--- src/verilog/chpl_pkg.sv ---
// Package of constants for the card host bus pin logic
package chpl_pkg;
   // ************************************************************
   // Interface modes
   // ************************************************************
   typedef enum logic [1:0] {
      CHPL_MODE_MEM,
      CHPL_MODE_IO,
      CHPL_MODE_IDE
   } chpl_mode_e;
   // ************************************************************
   // Widths and reset values
   // ************************************************************
   localparam int CHPL_DW = 16;
   localparam int CHPL_BW = 8;
   localparam logic [15:0] CHPL_DATA_RST = 16'h0000;
   localparam logic [7:0] CHPL_ADDR_RST = 8'h00;
   localparam int CHPL_SYNC_STAGES = 2;
endpackage

--- src/verilog/chpl_sync.sv ---
// Two-flop synchroniser for pin inputs, one per bit
`timescale 1ns/1ps
`default_nettype none
module chpl_sync #(
   parameter int W = 1,
   parameter logic [W-1:0] RST = '0
) (
   input wire logic clk,
   input wire logic rst_n,
   input wire logic ce,
   input wire logic [W-1:0] d,
   output logic [W-1:0] q
);
   logic [W-1:0] meta_reg;
   always_ff @(posedge clk or negedge rst_n) begin
      if (!rst_n) begin
         meta_reg <= RST;
         q <= RST;
      end else if (ce) begin
         meta_reg <= d;
         q <= meta_reg;
      end
   end
endmodule
`default_nettype wire

--- src/verilog/chpl_top.sv ---
// Host port pin logic: mode select, data bus, acknowledge, Ultra DMA
`timescale 1ns/1ps
`default_nettype none
// Operation
// - True IDE: cable select low gives master, open (pulled high) gives slave.
// - Cable select ignored in memory and I/O card modes.
// - Memory mode: input acknowledge idle, I/O read strobe ignored.
// - Sixteen data lines carry data both ways in memory and I/O modes; here they only drive read data out in those modes.
// - Bit 0 is even byte LSB, bit 8 odd byte LSB.
// - True IDE task file uses low byte only; data transfers use 16 bits.
// - I/O mode: acknowledge low only when selected and answering I/O read.
// - True IDE: device drives DMA request to host.
// - I/O mode: read data driven while I/O read strobe or output enable low; True IDE: on I/O read strobe low or Ultra DMA data-in.
// - Ready deasserted pauses data-in; device holds until reasserted.
// - Ultra DMA write: capture a word on each strobe edge.
// - No strobe edges means no capture; device waits.
// - Stop asserted during Ultra DMA ends the current burst.
module chpl_top
   import chpl_pkg::*;
(
   input wire logic CLK_SYS,
   input wire logic RESETN,
   input wire logic CE,
   input wire logic ATA_SEL_N,
   input wire logic IO_MODE,
   input wire logic CABLE_SEL_N,
   input wire logic CARD_EN_N,
   input wire logic ADDR_HIT,
   input wire logic TASKFILE_SEL,
   input wire logic IO_RD_N,
   input wire logic OUT_EN_N,
   input wire logic [15:0] DATA_IN,
   output logic [15:0] DATA_OUT,
   output logic DATA_OE,
   output logic IN_ACK_N,
   output logic IS_MASTER,
   output logic [1:0] MODE,
   input wire logic DMA_WANT,
   output logic DMA_REQ,
   input wire logic DMA_ACK_N,
   input wire logic UDMA_READ,
   input wire logic UDMA_WRITE,
   input wire logic HOST_RDY_N,
   input wire logic HOST_STROBE,
   input wire logic STOP,
   input wire logic [15:0] RD_DATA,
   input wire logic RD_VALID,
   output logic RD_TAKEN,
   output logic [15:0] WR_DATA,
   output logic WR_VALID,
   output logic BURST_END
);
   // ************************************************************
   // Pin synchronisers
   // ************************************************************
   localparam int NP = 11;
   logic [NP-1:0] pin_raw;
   logic [NP-1:0] pin_s;
   logic [15:0] din_s;
   assign pin_raw = {ATA_SEL_N, CABLE_SEL_N, CARD_EN_N, IO_RD_N, OUT_EN_N,
                     DMA_ACK_N, HOST_RDY_N, HOST_STROBE, STOP, ADDR_HIT, IO_MODE};
   chpl_sync #(.W(NP), .RST(11'h7F0)) u_sync_pins (
      .clk(CLK_SYS),
      .rst_n(RESETN),
      .ce(CE),
      .d(pin_raw),
      .q(pin_s)
   );
   // Data lines settle with the strobe; same two-flop delay keeps them aligned
   chpl_sync #(.W(CHPL_DW), .RST(CHPL_DATA_RST)) u_sync_data (
      .clk(CLK_SYS),
      .rst_n(RESETN),
      .ce(CE),
      .d(DATA_IN),
      .q(din_s)
   );
   logic ata_sel_n_s, csel_n_s, card_en_n_s, iord_n_s, oe_n_s;
   logic dmack_n_s, hrdy_n_s, hstb_s, stop_s, hit_s, io_mode_s;
   assign {ata_sel_n_s, csel_n_s, card_en_n_s, iord_n_s, oe_n_s,
           dmack_n_s, hrdy_n_s, hstb_s, stop_s, hit_s, io_mode_s} = pin_s;
   // ************************************************************
   // Mode and master/slave
   // ************************************************************
   chpl_mode_e mode_next;
   always_comb begin
      if (!ata_sel_n_s) begin
         mode_next = CHPL_MODE_IDE;
      end else if (io_mode_s) begin
         mode_next = CHPL_MODE_IO;
      end else begin
         mode_next = CHPL_MODE_MEM;
      end
   end
   always_ff @(posedge CLK_SYS or negedge RESETN) begin
      if (!RESETN) begin
         MODE <= 2'(CHPL_MODE_MEM);
      end else if (CE) begin
         MODE <= 2'(mode_next);
      end
   end
   always_ff @(posedge CLK_SYS or negedge RESETN) begin
      if (!RESETN) begin
         IS_MASTER <= 1'b0;
      end else if (CE) begin
         if (mode_next == CHPL_MODE_IDE) begin
            IS_MASTER <= !csel_n_s;
         end else begin
            IS_MASTER <= 1'b0;
         end
      end
   end
   // ************************************************************
   // Read path and acknowledge
   // ************************************************************
   logic io_rd_act;
   logic mem_rd_act;
   logic rd_act;
   logic udma_in_act;
   assign io_rd_act = (mode_next != CHPL_MODE_MEM) && !card_en_n_s && !iord_n_s && hit_s;
   assign mem_rd_act = (mode_next != CHPL_MODE_IDE) && !card_en_n_s && !oe_n_s;
   logic udma_run_reg;
   assign udma_in_act = udma_run_reg && UDMA_READ && !hrdy_n_s;
   assign rd_act = io_rd_act || mem_rd_act || udma_in_act;
   always_ff @(posedge CLK_SYS or negedge RESETN) begin
      if (!RESETN) begin
         IN_ACK_N <= 1'b1;
      end else if (CE) begin
         IN_ACK_N <= !((mode_next == CHPL_MODE_IO) && io_rd_act);
      end
   end
   always_ff @(posedge CLK_SYS or negedge RESETN) begin
      if (!RESETN) begin
         DATA_OE <= 1'b0;
         DATA_OUT <= CHPL_DATA_RST;
      end else if (CE) begin
         DATA_OE <= rd_act;
         if (!rd_act) begin
            DATA_OUT <= CHPL_DATA_RST;
         end else if (mode_next == CHPL_MODE_IDE && TASKFILE_SEL && !udma_in_act) begin
            DATA_OUT <= {CHPL_ADDR_RST, RD_DATA[7:0]};
         end else begin
            DATA_OUT <= RD_DATA;
         end
      end
   end
   // Data-in words advance one per cycle while ready is held
   always_ff @(posedge CLK_SYS or negedge RESETN) begin
      if (!RESETN) begin
         RD_TAKEN <= 1'b0;
      end else if (CE) begin
         RD_TAKEN <= udma_in_act && RD_VALID;
      end
   end
   // ************************************************************
   // DMA request and Ultra DMA burst control
   // ************************************************************
   always_ff @(posedge CLK_SYS or negedge RESETN) begin
      if (!RESETN) begin
         DMA_REQ <= 1'b0;
      end else if (CE) begin
         DMA_REQ <= (mode_next == CHPL_MODE_IDE) && DMA_WANT && !stop_s;
      end
   end
   logic burst_go;
   assign burst_go = (mode_next == CHPL_MODE_IDE) && !dmack_n_s && (UDMA_READ || UDMA_WRITE);
   always_ff @(posedge CLK_SYS or negedge RESETN) begin
      if (!RESETN) begin
         udma_run_reg <= 1'b0;
         BURST_END <= 1'b0;
      end else if (CE) begin
         BURST_END <= udma_run_reg && (stop_s || !burst_go);
         udma_run_reg <= burst_go && !stop_s;
      end
   end
   // ************************************************************
   // Ultra DMA write capture
   // ************************************************************
   logic hstb_d_reg;
   always_ff @(posedge CLK_SYS or negedge RESETN) begin
      if (!RESETN) begin
         hstb_d_reg <= 1'b0;
      end else if (CE) begin
         hstb_d_reg <= hstb_s;
      end
   end
   logic stb_edge;
   assign stb_edge = (hstb_s != hstb_d_reg) && udma_run_reg && UDMA_WRITE && !stop_s;
   always_ff @(posedge CLK_SYS or negedge RESETN) begin
      if (!RESETN) begin
         WR_VALID <= 1'b0;
         WR_DATA <= CHPL_DATA_RST;
      end else if (CE) begin
         WR_VALID <= stb_edge;
         if (stb_edge) begin
            WR_DATA <= din_s;
         end
      end
   end
   // ************************************************************
   // Checks
   // ************************************************************
   a_ack_only_io: assert property (@(posedge CLK_SYS) disable iff (!RESETN)
      !IN_ACK_N |-> MODE == 2'(CHPL_MODE_IO))
      else $error("acknowledge outside I/O mode");
   a_oe_needs_read: assert property (@(posedge CLK_SYS) disable iff (!RESETN)
      CE && !$past(rd_act) && $past(CE) |-> !DATA_OE)
      else $error("data driven without read");
   a_no_slave_cfg: assert property (@(posedge CLK_SYS) disable iff (!RESETN)
      IS_MASTER |-> MODE == 2'(CHPL_MODE_IDE))
      else $error("master outside IDE mode");
   a_edge_capture: assert property (@(posedge CLK_SYS) disable iff (!RESETN)
      CE && stb_edge |=> WR_VALID && WR_DATA == $past(din_s))
      else $error("strobe edge not captured");
   a_pause_hold: assert property (@(posedge CLK_SYS) disable iff (!RESETN)
      CE && hstb_s == hstb_d_reg |=> !WR_VALID)
      else $error("capture without edge");
   a_stop_ends: assert property (@(posedge CLK_SYS) disable iff (!RESETN)
      CE && stop_s && udma_run_reg |=> BURST_END && !udma_run_reg)
      else $error("stop did not end burst");
   a_ready_pause: assert property (@(posedge CLK_SYS) disable iff (!RESETN)
      CE && hrdy_n_s |=> !RD_TAKEN)
      else $error("data sent while paused");
   a_dmarq_ide: assert property (@(posedge CLK_SYS) disable iff (!RESETN)
      DMA_REQ |-> MODE == 2'(CHPL_MODE_IDE))
      else $error("DMA request outside IDE");

   a_ack_needs_oe: assert property (@(posedge CLK_SYS) disable iff (!RESETN)
      !IN_ACK_N |-> DATA_OE)
      else $error("acknowledge without driven bus");

   a_mem_no_ack: assert property (@(posedge CLK_SYS) disable iff (!RESETN)
      MODE == 2'(CHPL_MODE_MEM) |-> IN_ACK_N)
      else $error("acknowledge in memory mode");

   a_ack_follows_rd: assert property (@(posedge CLK_SYS) disable iff (!RESETN)
      CE && mode_next == CHPL_MODE_IO && io_rd_act |=> !IN_ACK_N)
      else $error("I/O read not acknowledged");

   a_oe_follows_rd: assert property (@(posedge CLK_SYS) disable iff (!RESETN)
      CE && rd_act |=> DATA_OE)
      else $error("read strobe not answered");

   a_idle_bus_zero: assert property (@(posedge CLK_SYS) disable iff (!RESETN)
      !DATA_OE |-> DATA_OUT == CHPL_DATA_RST)
      else $error("idle bus not cleared");

   a_taskfile_byte: assert property (@(posedge CLK_SYS) disable iff (!RESETN)
      CE && rd_act && mode_next == CHPL_MODE_IDE && TASKFILE_SEL && !udma_in_act |=> DATA_OUT[15:8] == 8'h00)
      else $error("task file read used upper byte");

   a_word_lanes: assert property (@(posedge CLK_SYS) disable iff (!RESETN)
      CE && rd_act && !(mode_next == CHPL_MODE_IDE && TASKFILE_SEL && !udma_in_act) |=> DATA_OUT == $past(RD_DATA))
      else $error("word read lanes wrong");

   a_low_lane: assert property (@(posedge CLK_SYS) disable iff (!RESETN)
      CE && rd_act |=> DATA_OUT[7:0] == $past(RD_DATA[7:0]))
      else $error("even byte lane wrong");

   a_mem_iord_off: assert property (@(posedge CLK_SYS) disable iff (!RESETN)
      CE && mode_next == CHPL_MODE_MEM && oe_n_s && !udma_run_reg |=> !DATA_OE)
      else $error("I/O read strobe used in memory mode");

   a_master_cable: assert property (@(posedge CLK_SYS) disable iff (!RESETN)
      CE && mode_next == CHPL_MODE_IDE |=> IS_MASTER == !$past(csel_n_s))
      else $error("master follows cable select wrongly");

   a_slave_off: assert property (@(posedge CLK_SYS) disable iff (!RESETN)
      CE && mode_next != CHPL_MODE_IDE |=> !IS_MASTER)
      else $error("cable select used outside IDE");

   a_dmarq_stop: assert property (@(posedge CLK_SYS) disable iff (!RESETN)
      CE && stop_s |=> !DMA_REQ)
      else $error("DMA request during stop");

   a_dmarq_want: assert property (@(posedge CLK_SYS) disable iff (!RESETN)
      CE && mode_next == CHPL_MODE_IDE && DMA_WANT && !stop_s |=> DMA_REQ)
      else $error("DMA request missing");

   a_take_ready: assert property (@(posedge CLK_SYS) disable iff (!RESETN)
      CE && udma_in_act && RD_VALID |=> RD_TAKEN)
      else $error("ready host not served");

   a_no_take_idle: assert property (@(posedge CLK_SYS) disable iff (!RESETN)
      CE && !udma_run_reg |=> !RD_TAKEN)
      else $error("data-in outside burst");

   a_stop_no_cap: assert property (@(posedge CLK_SYS) disable iff (!RESETN)
      CE && stop_s |=> !WR_VALID)
      else $error("capture during stop");

   a_end_pulse: assert property (@(posedge CLK_SYS) disable iff (!RESETN)
      BURST_END |-> !udma_run_reg)
      else $error("burst still running after end");

   a_no_write_idle: assert property (@(posedge CLK_SYS) disable iff (!RESETN)
      CE && !udma_run_reg |=> !WR_VALID)
      else $error("capture outside burst");

   // Burst only lives while the host acknowledges
   a_run_needs_ack: assert property (@(posedge CLK_SYS) disable iff (!RESETN)
      CE && dmack_n_s |=> !udma_run_reg)
      else $error("burst without acknowledge");
endmodule
`default_nettype wire

--- config.mk ---
export PLATFORM = sky130hd
export DESIGN_NAME = chpl_top
export DESIGN_NICKNAME = d
export VERILOG_FILES = /design/src/verilog/chpl_pkg.sv /design/src/verilog/chpl_sync.sv /design/src/verilog/chpl_top.sv
export SDC_FILE = /design/constraint.sdc
export NUM_CORES = 1
export LEC_CHECK = 0
export BUFFER_PORTS_ARGS = -buffer_cell sky130_fd_sc_hd__buf_4
export CAP_MARGIN = 5
export CORE_MARGIN = 2
export CORE_UTILIZATION = 45
export DETAILED_ROUTE_END_ITERATION = 7
export PLACE_DENSITY = 0.68
export SYNTH_ARGS = -nofsm -noshare
export SYNTH_HDL_FRONTEND = slang
export SYNTH_SLANG_ARGS = --single-unit
--- constraint.sdc ---
create_clock -name CLK_SYS -period 1.9 [get_ports CLK_SYS]
set_clock_uncertainty 0.05 [all_clocks]
set_input_delay 0.095 -clock CLK_SYS [delete_from_list [all_inputs] [get_ports CLK_SYS]]
set_output_delay 0.095 -clock CLK_SYS [all_outputs]
set_load 0.01 [all_outputs]
==> results.json, run 1 <==
{
  "clk_path_buf_depth": 2,
  "status": "finished clean",
  "chipWidth_um": 95.2,
  "area_delta_synth_final_pct": 40.5,
  "grt_pass1_wl_mm": 12.1,
  "gr-total-overflow": 0,
  "tightest_slew_ns": 0.710,
  "worstPathArrival_ns": 1.97,
  "p_switching_w": 0.00126,
  "cts_tree": "done",
  "drtIter0Drc": 91,
  "ff2ff_setup_slack_ns": 0.17,
  "synth_cells": 247,
  "antenna_found_initial": 0,
  "synth_edf_count": 0,
  "viasPerCell": 4.92,
  "hold_buffers": 46,
  "synthArstFlopShare": 1.00,
  "setup_violations": 0,
  "path_clk_slew_ns": 0.08,
  "cap_violations": 0,
  "cts_sinks": 97,
  "setup_tns_ns": 0,
  "hold_ws_ns": 0.0730,
  "cts_setup_buffers": 0,
  "grt_pass1_vias": 2493,
  "netlist_area_um2": 3740,
  "dpl.hpwl_mm": 4.57,
  "final_core_utilization": 0.646,
  "htree_num_levels": 3,
  "synth_seq_area_share": 0.654,
  "period_share": 0.911,
  "mostFrequentLayoutCell": "buf_4",
  "drcViolationCount": 0,
  "rr_endpoint": "DATA_OUT[15]",
  "p_int_w": 0.00385,
  "numPortBuffers": 91,
  "slew_headroom": 0.526,
  "p_leak_nw": 2.43,
  "initial_core_util": 0.460,
  "drtPass1Iterations": 4,
  "combPwrFrac": 0.207,
  "pwr-share-clk": 0.281,
  "diodes": 0,
  "path_max_fanout": 8,
  "syn_avg_cell_area_um2": 15.1,
  "ys.flop_type": "dfrtp_1",
  "powerDensity_nw_per_um2": 972,
  "finalCriticalPeriod_ns": 1.73,
  "gp_congestion": 0.690,
  "placed_cell_area_um2": 4570,
  "track_usage": 0.176,
  "vias": 2445,
  "drive_above_1_share": 0.531,
  "coreArea_um2": 8130,
  "syn_nets": 298,
  "cts_made_buffers": 9,
  "layout.nets": 438,
  "grt_max_degree": 93,
  "clockRootBuffer": "clkbuf_8",
  "slew_violations": 0,
  "post_drt_wl_per_cell_um": 14.7,
  "die_h_um": 95.2,
  "p_sw_frac": 0.246,
  "synth.distinct_cells": 26,
  "ant_nets": 0,
  "endpoint_kind": "flop",
  "reg2reg_from": "u_sync_pins.q[10]",
  "synth_seq_cells": 97,
  "cp-startpoint": "u_sync_pins.q[10]",
  "synth_warnings": 0,
  "yosys-top-cells-area": "dfrtp_1 (55%), mux2_2 (22%), dfstp_2 (11%), o2bb2ai_1 (2.3%), a31o_2 (1.9%)",
  "synth_top_area_frac": 0.548,
  "p_seq_frac": 0.511,
  "rows": 33,
  "rsz0062_at_grt": "no",
  "fmax_ghz": 0.577,
  "clk_latency_ns": 0.35,
  "io_pins": 92,
  "critPathRequiredTime_ns": 2.14,
  "place_ws_ns": 0.194,
  "mostFrequentLayoutCells": "buf_4 (93), dfrtp_1 (82), mux2_2 (72)",
  "crit_type": "flop to flop",
  "r2r_cells": 4,
  "wl_mm": 7.32,
  "hold_path_class": "input port to flop",
  "finalHoldViolCount": 0,
  "cp-start-kind": "flop",
  "setup_ws_ns": 0.168,
  "cp-endpoint": "DATA_OUT[15]",
  "ir_drop_mv": 0.609,
  "ctsResizeCount": 0,
  "yosysTopAreaCell": "dfrtp_1",
  "design_area_um2": 5260,
  "die_area_um2": 9060
}
[area by class of cell]
class,instances,area (µm²)
clock buffer,11,141
tap,105,131
fill,633,2880
clock inverter,5,80.1
sequential,97,2450
inverter,5,18.8
multi-input combinational,132,1220
timing repair buffer,142,1220
[layer usage]
metal	vias up	global-route usage	routed length, µm	part of all wire
met3	13	0.0506	532	0.073
li1	1152	-	-	-
met5	-	0	0	0
met2	82	0.278	3410	0.47
met1	1198	0.228	3220	0.44
met4	0	0.0773	159	0.022
[cell usage after synthesis (all sizes together), types with 2 or more instances]
cell type and count:
dfrtp 82, mux2 72, dfstp 15, nand2 10, o2bb2ai 10, a31o 8, nor2b 8, buf 7
clkbuf 6, inv 5, nor2 4, nand3 3, o21ai 3, a21oi 2, nand2b 2, nor3b 2
[metrics by stage]
step | std cells | power [W]
2_1_floorplan | 247 | 0.00311
3_3_place_gp | 435 | 0.00361
3_5_place_dp | 435 | 0.00365
4_1_cts | 497 | 0.00518
5_1_grt | 497 | 0.00541
6_report | 497 | 0.00511
[how the worst min path moves through the flow]
stage	from	end	slack, ns	cells after the start
after floorplan	RESETN	BURST_END	-0.25	0
after global placement	RESETN	u_sync_data.meta_reg[2]	0.009	1
after detailed placement	RESETN	u_sync_data.meta_reg[2]	0.01	1
after CTS	CE	BURST_END	0.06	3
after global routing	CE	BURST_END	0.08	3
final	CE	BURST_END	0.07	3
[cells by family after synthesis]
| logic type | Yosys count | share of synthesized area |
|---|---|---|
| flip-flops | 97 | 0.654 |
| buffers and inverters | 18 | 0.0204 |
| AO/OA/AOI/OAI | 26 | 0.0559 |
| multiplexers | 72 | 0.217 |
| AND/OR/NAND/NOR | 33 | 0.0508 |
| XOR/XNOR | 1 | 0.00234 |
[critical path: stages (launching register included)]
cell and delay, ns:
dfstp_2 0.54, nor3b_1 0.18, nor2_1 0.07, a21oi_1 0.58, a31o_2 0.25
[power by group through the flow]
stage	sequential (W)	clock (W)	combinational, W
after floorplan	0.00270	0	0.000409
after global placement	0.00265	0	0.000967
after detailed placement	0.00265	0	0.000995
after CTS	0.00262	0.00149	0.00107
after global routing	0.00266	0.00159	0.00116
final	0.00261	0.00144	0.00106
Power figures use the tool's default switching activity.
==> run 2, diff against run 1 <==
--- a/config.mk
+++ b/config.mk
@@ -7,10 +7,12 @@
 export LEC_CHECK = 0
 export BUFFER_PORTS_ARGS = -buffer_cell sky130_fd_sc_hd__buf_4
 export CAP_MARGIN = 5
-export CORE_MARGIN = 2
+export CORE_MARGIN = 4
 export CORE_UTILIZATION = 45
+export CTS_BUF_LIST = sky130_fd_sc_hd__clkbuf_8
 export DETAILED_ROUTE_END_ITERATION = 7
 export PLACE_DENSITY = 0.68
+export SLEW_MARGIN = 25
 export SYNTH_ARGS = -nofsm -noshare
 export SYNTH_HDL_FRONTEND = slang
 export SYNTH_SLANG_ARGS = --single-unit
==> run 2 against run 1 <==
Hold slack gained 0.025 ns; sequential cell count did not move; final cell count is 0.60% lower.
==> results.json, run 2 (synthesis gave the netlist of run 1 again) <==
{
  "status": "finished clean",
  "mostFrequentLayoutCell": "buf_4",
  "grt_max_degree": 93,
  "viasPerCell": 4.94,
  "finalCriticalPeriod_ns": 1.66,
  "ctsResizeCount": 0,
  "setup_violations": 0,
  "setup_tns_ns": 0,
  "clk_path_buf_depth": 2,
  "path_clk_slew_ns": 0.08,
  "p_seq_frac": 0.525,
  "gr-total-overflow": 0,
  "totalPowerFinal_w": 0.00498,
  "diodes": 0,
  "ir_drop_mv": 0.791,
  "vias": 2440,
  "num-fill-cells": 579,
  "place_ws_ns": 0.263,
  "cts_made_buffers": 9,
  "slew_violations": 0,
  "critPathRequiredTime_ns": 2.14,
  "crit_type": "flop to flop",
  "initial_core_util": 0.474,
  "clockRootBuffer": "clkbuf_8",
  "mostFrequentLayoutCells": "buf_4 (95), dfrtp_1 (82), mux2_2 (72)",
  "worstPathArrival_ns": 1.89,
  "cts_setup_buffers": 0,
  "drtIter0Drc": 82,
  "rows": 32,
  "cap_violations": 0,
  "clk_latency_ns": 0.35,
  "period_share": 0.872,
  "p_leak_nw": 2.42,
  "tightest_slew_ns": 0.636,
  "wl_mm": 7.55,
  "fmax_ghz": 0.603,
  "design_area_um2": 5220,
  "p_sw_frac": 0.255,
  "gp_congestion": 0.757,
  "hold_ws_ns": 0.0982,
  "endpoint_kind": "flop",
  "powerDensity_nw_per_um2": 954,
  "slew_headroom": 0.576,
  "cts_tree": "done",
  "grt_pass1_vias": 2561,
  "placed_cell_area_um2": 4560,
  "track_usage": 0.161,
  "cp-start-kind": "flop",
  "drtPass1Iterations": 4,
  "p_switching_w": 0.00127,
  "pwr-share-clk": 0.263,
  "p_int_w": 0.00371,
  "hold_path_class": "input port to flop",
  "coreArea_um2": 7890,
  "setup_ws_ns": 0.242,
  "cts_sinks": 97,
  "finalHoldViolCount": 0,
  "post_drt_wl_per_cell_um": 15.3,
  "rsz0062_at_grt": "no",
  "combPwrFrac": 0.212,
  "drive_above_1_share": 0.531,
  "htree_num_levels": 3,
  "io_pins": 92,
  "dpl.hpwl_mm": 4.96,
  "path_max_fanout": 8,
  "chipWidth_um": 99.2,
  "ant_nets": 0,
  "numPortBuffers": 91,
  "antenna_found_initial": 0,
  "area_delta_synth_final_pct": 39.5,
  "die_h_um": 99.2,
  "layout.nets": 439,
  "die_area_um2": 9840,
  "grt_pass1_wl_mm": 12.7,
  "drcViolationCount": 0
}
run 2: cell count changes in the layout (fill, tap and decap cells not counted):
cell,before,now
buf_12,3,2
buf_4,93,95
bufinv_16,2,1
clkbuf_1,1,0
clkinv_2,1,0
clkinv_4,0,1
inv_1,5,6
run 2: cell type report:
cell class                      count  area, µm²  area share
Inverter                            5       18.8     0.00360
Tap cell                          102        128      0.0244
Clock buffer                       10        138      0.0264
Clock inverter                      5       57.6      0.0110
Multi-Input combinational cell    132       1220       0.233
Timing Repair Buffer              143       1210       0.233
Sequential cell                    97       2450       0.469
run 2: timing repair:
item                                    4_1_cts  5_1_grt
hold endpoints to repair                     76        0
hold buffers                                 46        0
endpoints found under the setup margin        0        0
run 2: power groups by stage:
stage / Combinational, W / Clock, W / Sequential [W]
3_5_place_dp: 0.000995 / 0 / 0.00266
4_1_cts: 0.00107 / 0.00134 / 0.00262
2_1_floorplan: 0.000409 / 0 / 0.00270
3_3_place_gp: 0.000974 / 0 / 0.00265
6_report: 0.00106 / 0.00131 / 0.00261
5_1_grt: 0.00116 / 0.00144 / 0.00266
run 2: per-stage QoR:
step	cells	util
2_1_floorplan	247	-
3_3_place_gp	433	0.579
3_5_place_dp	433	0.579
4_1_cts	494	0.662
5_1_grt	494	0.662
6_report	494	0.662
run 2: layer usage:
layer	part of all wire	wire length, µm	track usage	vias to the layer above
met5	0	0	0	-
met1	0.46	3460	0.222	1198
met2	0.47	3570	0.256	78
li1	-	-	-	1156
met4	0.011	83	0.0504	0
met3	0.058	439	0.0344	8
run 2: worst paths after layout:
check / from / to / slack [ns] / cells after the start
setup / recovery: u_sync_pins.q[10] / DATA_OUT[15] / 0.24 / 4
hold / removal: CE / BURST_END / 0.1 / 3
setup reg to reg: u_sync_pins.q[10] / DATA_OUT[15] / 0.24 / 4
hold reg to reg: DATA_OUT[6] / DATA_OUT[6] / 0.44 / 1
max in group asynchronous: RESETN / u_sync_pins.q[9] / 0.91 / 3
min in group asynchronous: RESETN / WR_DATA[0] / 0.19 / 2
run 2: critical path, cell delays in order (launching register included):
cell and delay (ns):
dfstp_2 0.54, nor3b_1 0.17, nor2_1 0.07, a21oi_1 0.53, a31o_2 0.24
==> run 3, diff against run 2 <==
--- a/config.mk
+++ b/config.mk
@@ -5,13 +5,15 @@
 export SDC_FILE = /design/constraint.sdc
 export NUM_CORES = 1
 export LEC_CHECK = 0
-export BUFFER_PORTS_ARGS = -buffer_cell sky130_fd_sc_hd__buf_4
+export ABC_AREA = 1
 export CAP_MARGIN = 5
 export CORE_MARGIN = 4
 export CORE_UTILIZATION = 45
 export CTS_BUF_LIST = sky130_fd_sc_hd__clkbuf_8
 export DETAILED_ROUTE_END_ITERATION = 7
-export PLACE_DENSITY = 0.68
+export DONT_BUFFER_PORTS = 1
+export MAX_ROUTING_LAYER = met4
+export PLACE_DENSITY = 0.59
 export SLEW_MARGIN = 25
 export SYNTH_ARGS = -nofsm -noshare
 export SYNTH_HDL_FRONTEND = slang
==> run 3 against run 2 <==
The flow now finishes with violations (hold timing); area after synthesis is 4.6% higher; final area is 9.8% lower; non-clock buffer count is 86 lower; routed wire length is 5.5% higher; register-to-register slack better by 0.03 ns; global-route usage is 0.80 points higher; via count is 14% higher; largest cell class unchanged; sequential cell count stayed put; critical endpoint is now BURST_END; sequential power hardly changed; fmax is 1.9% higher.
==> results.json, run 3 <==
{
  "chipWidth_um": 101,
  "cp_cell_sequence": "nor2_1 -> o211ai_1 -> dlygate4sd3_1 -> nand3_1 -> nand2_1",
  "grt_pass1_wl_mm": 13.5,
  "die_h_um": 101,
  "drtIter0Drc": 126,
  "clk_latency_ns": 0.35,
  "cpPeakStageDelay_ns": 0.59,
  "antenna_found_initial": 0,
  "viasPerCell": 4.82,
  "grt_pass1_vias": 2742,
  "slew_headroom": 0.626,
  "synth_top_area_frac": 0.524,
  "htree_num_levels": 3,
  "status": "complete, but fails checks",
  "p_switching_w": 0.00125,
  "p_seq_frac": 0.583,
  "slowest_stage": "dlygate4sd3_1",
  "setup_tns_ns": 0,
  "syn_avg_cell_area_um2": 9.30,
  "rsz0062_at_grt": "no",
  "yosys-top-cells-area": "dfrtp_1 (52%), nand2_1 (18%), dfstp_2 (10%), o21ai_2 (3.6%), o21ai_0 (3.2%)",
  "cp-start-kind": "flop",
  "drtPass1Iterations": 4,
  "hold_path_class": "input port to asynchronous set/reset pin",
  "critPathRequiredTime_ns": 2.09,
  "path_clk_slew_ns": 0.09,
  "drive_above_1_share": 0.116,
  "wl_mm": 7.97,
  "crit_type": "flop to flop",
  "grt_max_degree": 98,
  "drcViolationCount": 0,
  "setup_violations": 0,
  "ir_drop_mv": 0.485,
  "cts_tree": "done",
  "finalCriticalPeriod_ns": 1.63,
  "synth_seq_area_share": 0.625,
  "cap_violations": 0,
  "p_int_w": 0.00328,
  "p_leak_nw": 2.37,
  "path_max_fanout": 3,
  "numPortBuffers": 0,
  "yosysTopAreaCell": "dfrtp_1",
  "pwr-share-clk": 0.291,
  "clk_path_buf_depth": 2,
  "io_pins": 92,
  "powerDensity_nw_per_um2": 961,
  "synth_edf_count": 0,
  "clockRootBuffer": "clkbuf_8",
  "dpl.hpwl_mm": 4.80,
  "ctsResizeCount": 0,
  "endpoint_kind": "flop",
  "mostFrequentLayoutCell": "nand2_1",
  "synth.distinct_cells": 21,
  "initial_core_util": 0.469,
  "gr-total-overflow": 0,
  "period_share": 0.856,
  "dp.cells": 508,
  "post_drt_wl_per_cell_um": 13.8,
  "vias": 2788,
  "cts_made_buffers": 9,
  "synthArstFlopShare": 1.00,
  "track_usage": 0.169,
  "mostFrequentLayoutCells": "nand2_1 (188), dfrtp_1 (82), dlygate4sd3_1 (53)",
  "slew_violations": 0,
  "rows": 33,
  "diodes": 0,
  "area_delta_synth_final_pct": 20.4,
  "netlist_area_um2": 3910,
  "synth_most_common_cell": "nand2_1",
  "ant_nets": 0,
  "hold_buffers": 54,
  "hold_ws_ns": -0.614,
  "p_sw_frac": 0.276,
  "layout.nets": 519,
  "syn_nets": 472,
  "synth_warnings": 0,
  "fmax_ghz": 0.615,
  "die_area_um2": 10300,
  "cts_setup_buffers": 0,
  "num-fill-cells": 778,
  "worstPathArrival_ns": 1.81,
  "finalHoldViolCount": 97,
  "synth_cells": 421,
  "gp_congestion": 0.751,
  "tightest_slew_ns": 0.560,
  "cts_sinks": 97,
  "ys.flop_type": "dfrtp_1",
  "violations": "hold timing",
  "fin_cells": 578,
  "combPwrFrac": 0.126,
  "ys_top_cells_by_count": "nand2_1 (188), dfrtp_1 (82), inv_1 (32)",
  "final_core_utilization": 0.565,
  "coreArea_um2": 8340,
  "synth_seq_cells": 97
}
## run 3: cell types whose count changed after synthesis, moves of 10 or more
cell / previous run / this run
inv_1: 5 / 32
mux2_2: 72 / 0
nand2_1: 10 / 188
nand3_1: 3 / 22
o21ai_0: 3 / 25
o21ai_2: 0 / 16
o2bb2ai_1: 10 / 0
## run 3: cells by family after synthesis
logic type             after synthesis  share of synthesized area
buffers and inverters               54                     0.0671
DFF                                 97                      0.625
AOI/OAI and AO/OA                   52                     0.0844
and+or+nand+nor                    218                      0.223
## run 3: layer usage
metal | global-route usage | part of all wire
met5 | - | 0
met4 | 0.0613 | 0.015
met3 | 0.0310 | 0.047
met2 | 0.246 | 0.47
met1 | 0.236 | 0.47
## run 3: worst paths after layout
check | from | endpoint | slack (ns) | cells after the start
worst max-delay path | u_sync_pins.q[2] | BURST_END | 0.27 | 5
worst min-delay path | RESETN | WR_DATA[5] | -0.61 | 0
min in group CLK_SYS | CE | u_sync_pins.q[9] | 0.07 | 3
worst max register to register | u_sync_pins.q[2] | BURST_END | 0.27 | 5
max in group asynchronous | RESETN | u_sync_pins.meta_reg[7] | 2.18 | 0
worst min register to register | u_sync_pins.q[9] | u_sync_pins.q[9] | 0.41 | 2
## run 3: critical path, delay by kind of cell, from the launching register on
kind / cells / cell delay, ns
compound gates: 1 / 0.12
buf+inv: 1 / 0.59
flops: 1 / 0.42
simple gates: 3 / 0.35
## run 3: cell type report
cell class                      instances  area (µm²)  share of cell area
Clock buffer                           10         138              0.0292
Multi-Input combinational cell        270        1200               0.256
Sequential cell                        97        2450               0.519
Timing Repair Buffer                   57         606               0.129
Clock inverter                          6        61.3              0.0130
Tap cell                              105         131              0.0279
Inverter                               33         124              0.0263
## run 3: stage by stage
step / area, µm² / worst slack (ns) / power, W
2_1_floorplan: 3910 / 0.662 / 0.00304
3_3_place_gp: 3950 / 0.628 / 0.00311
3_5_place_dp: 3950 / 0.572 / 0.00313
4_1_cts: 4710 / 0.252 / 0.00459
5_1_grt: 4710 / 0.148 / 0.00480
6_report: 4710 / 0.274 / 0.00453
## run 3: power by group through the flow
stage | Sequential [W] | Clock [W] | Combinational, W
3_3_place_gp | 0.00268 | 0 | 0.000432
4_1_cts | 0.00265 | 0.00137 | 0.000574
6_report | 0.00264 | 0.00132 | 0.000571
2_1_floorplan | 0.00262 | 0 | 0.000420
5_1_grt | 0.00268 | 0.00146 | 0.000666
3_5_place_dp | 0.00269 | 0 | 0.000444
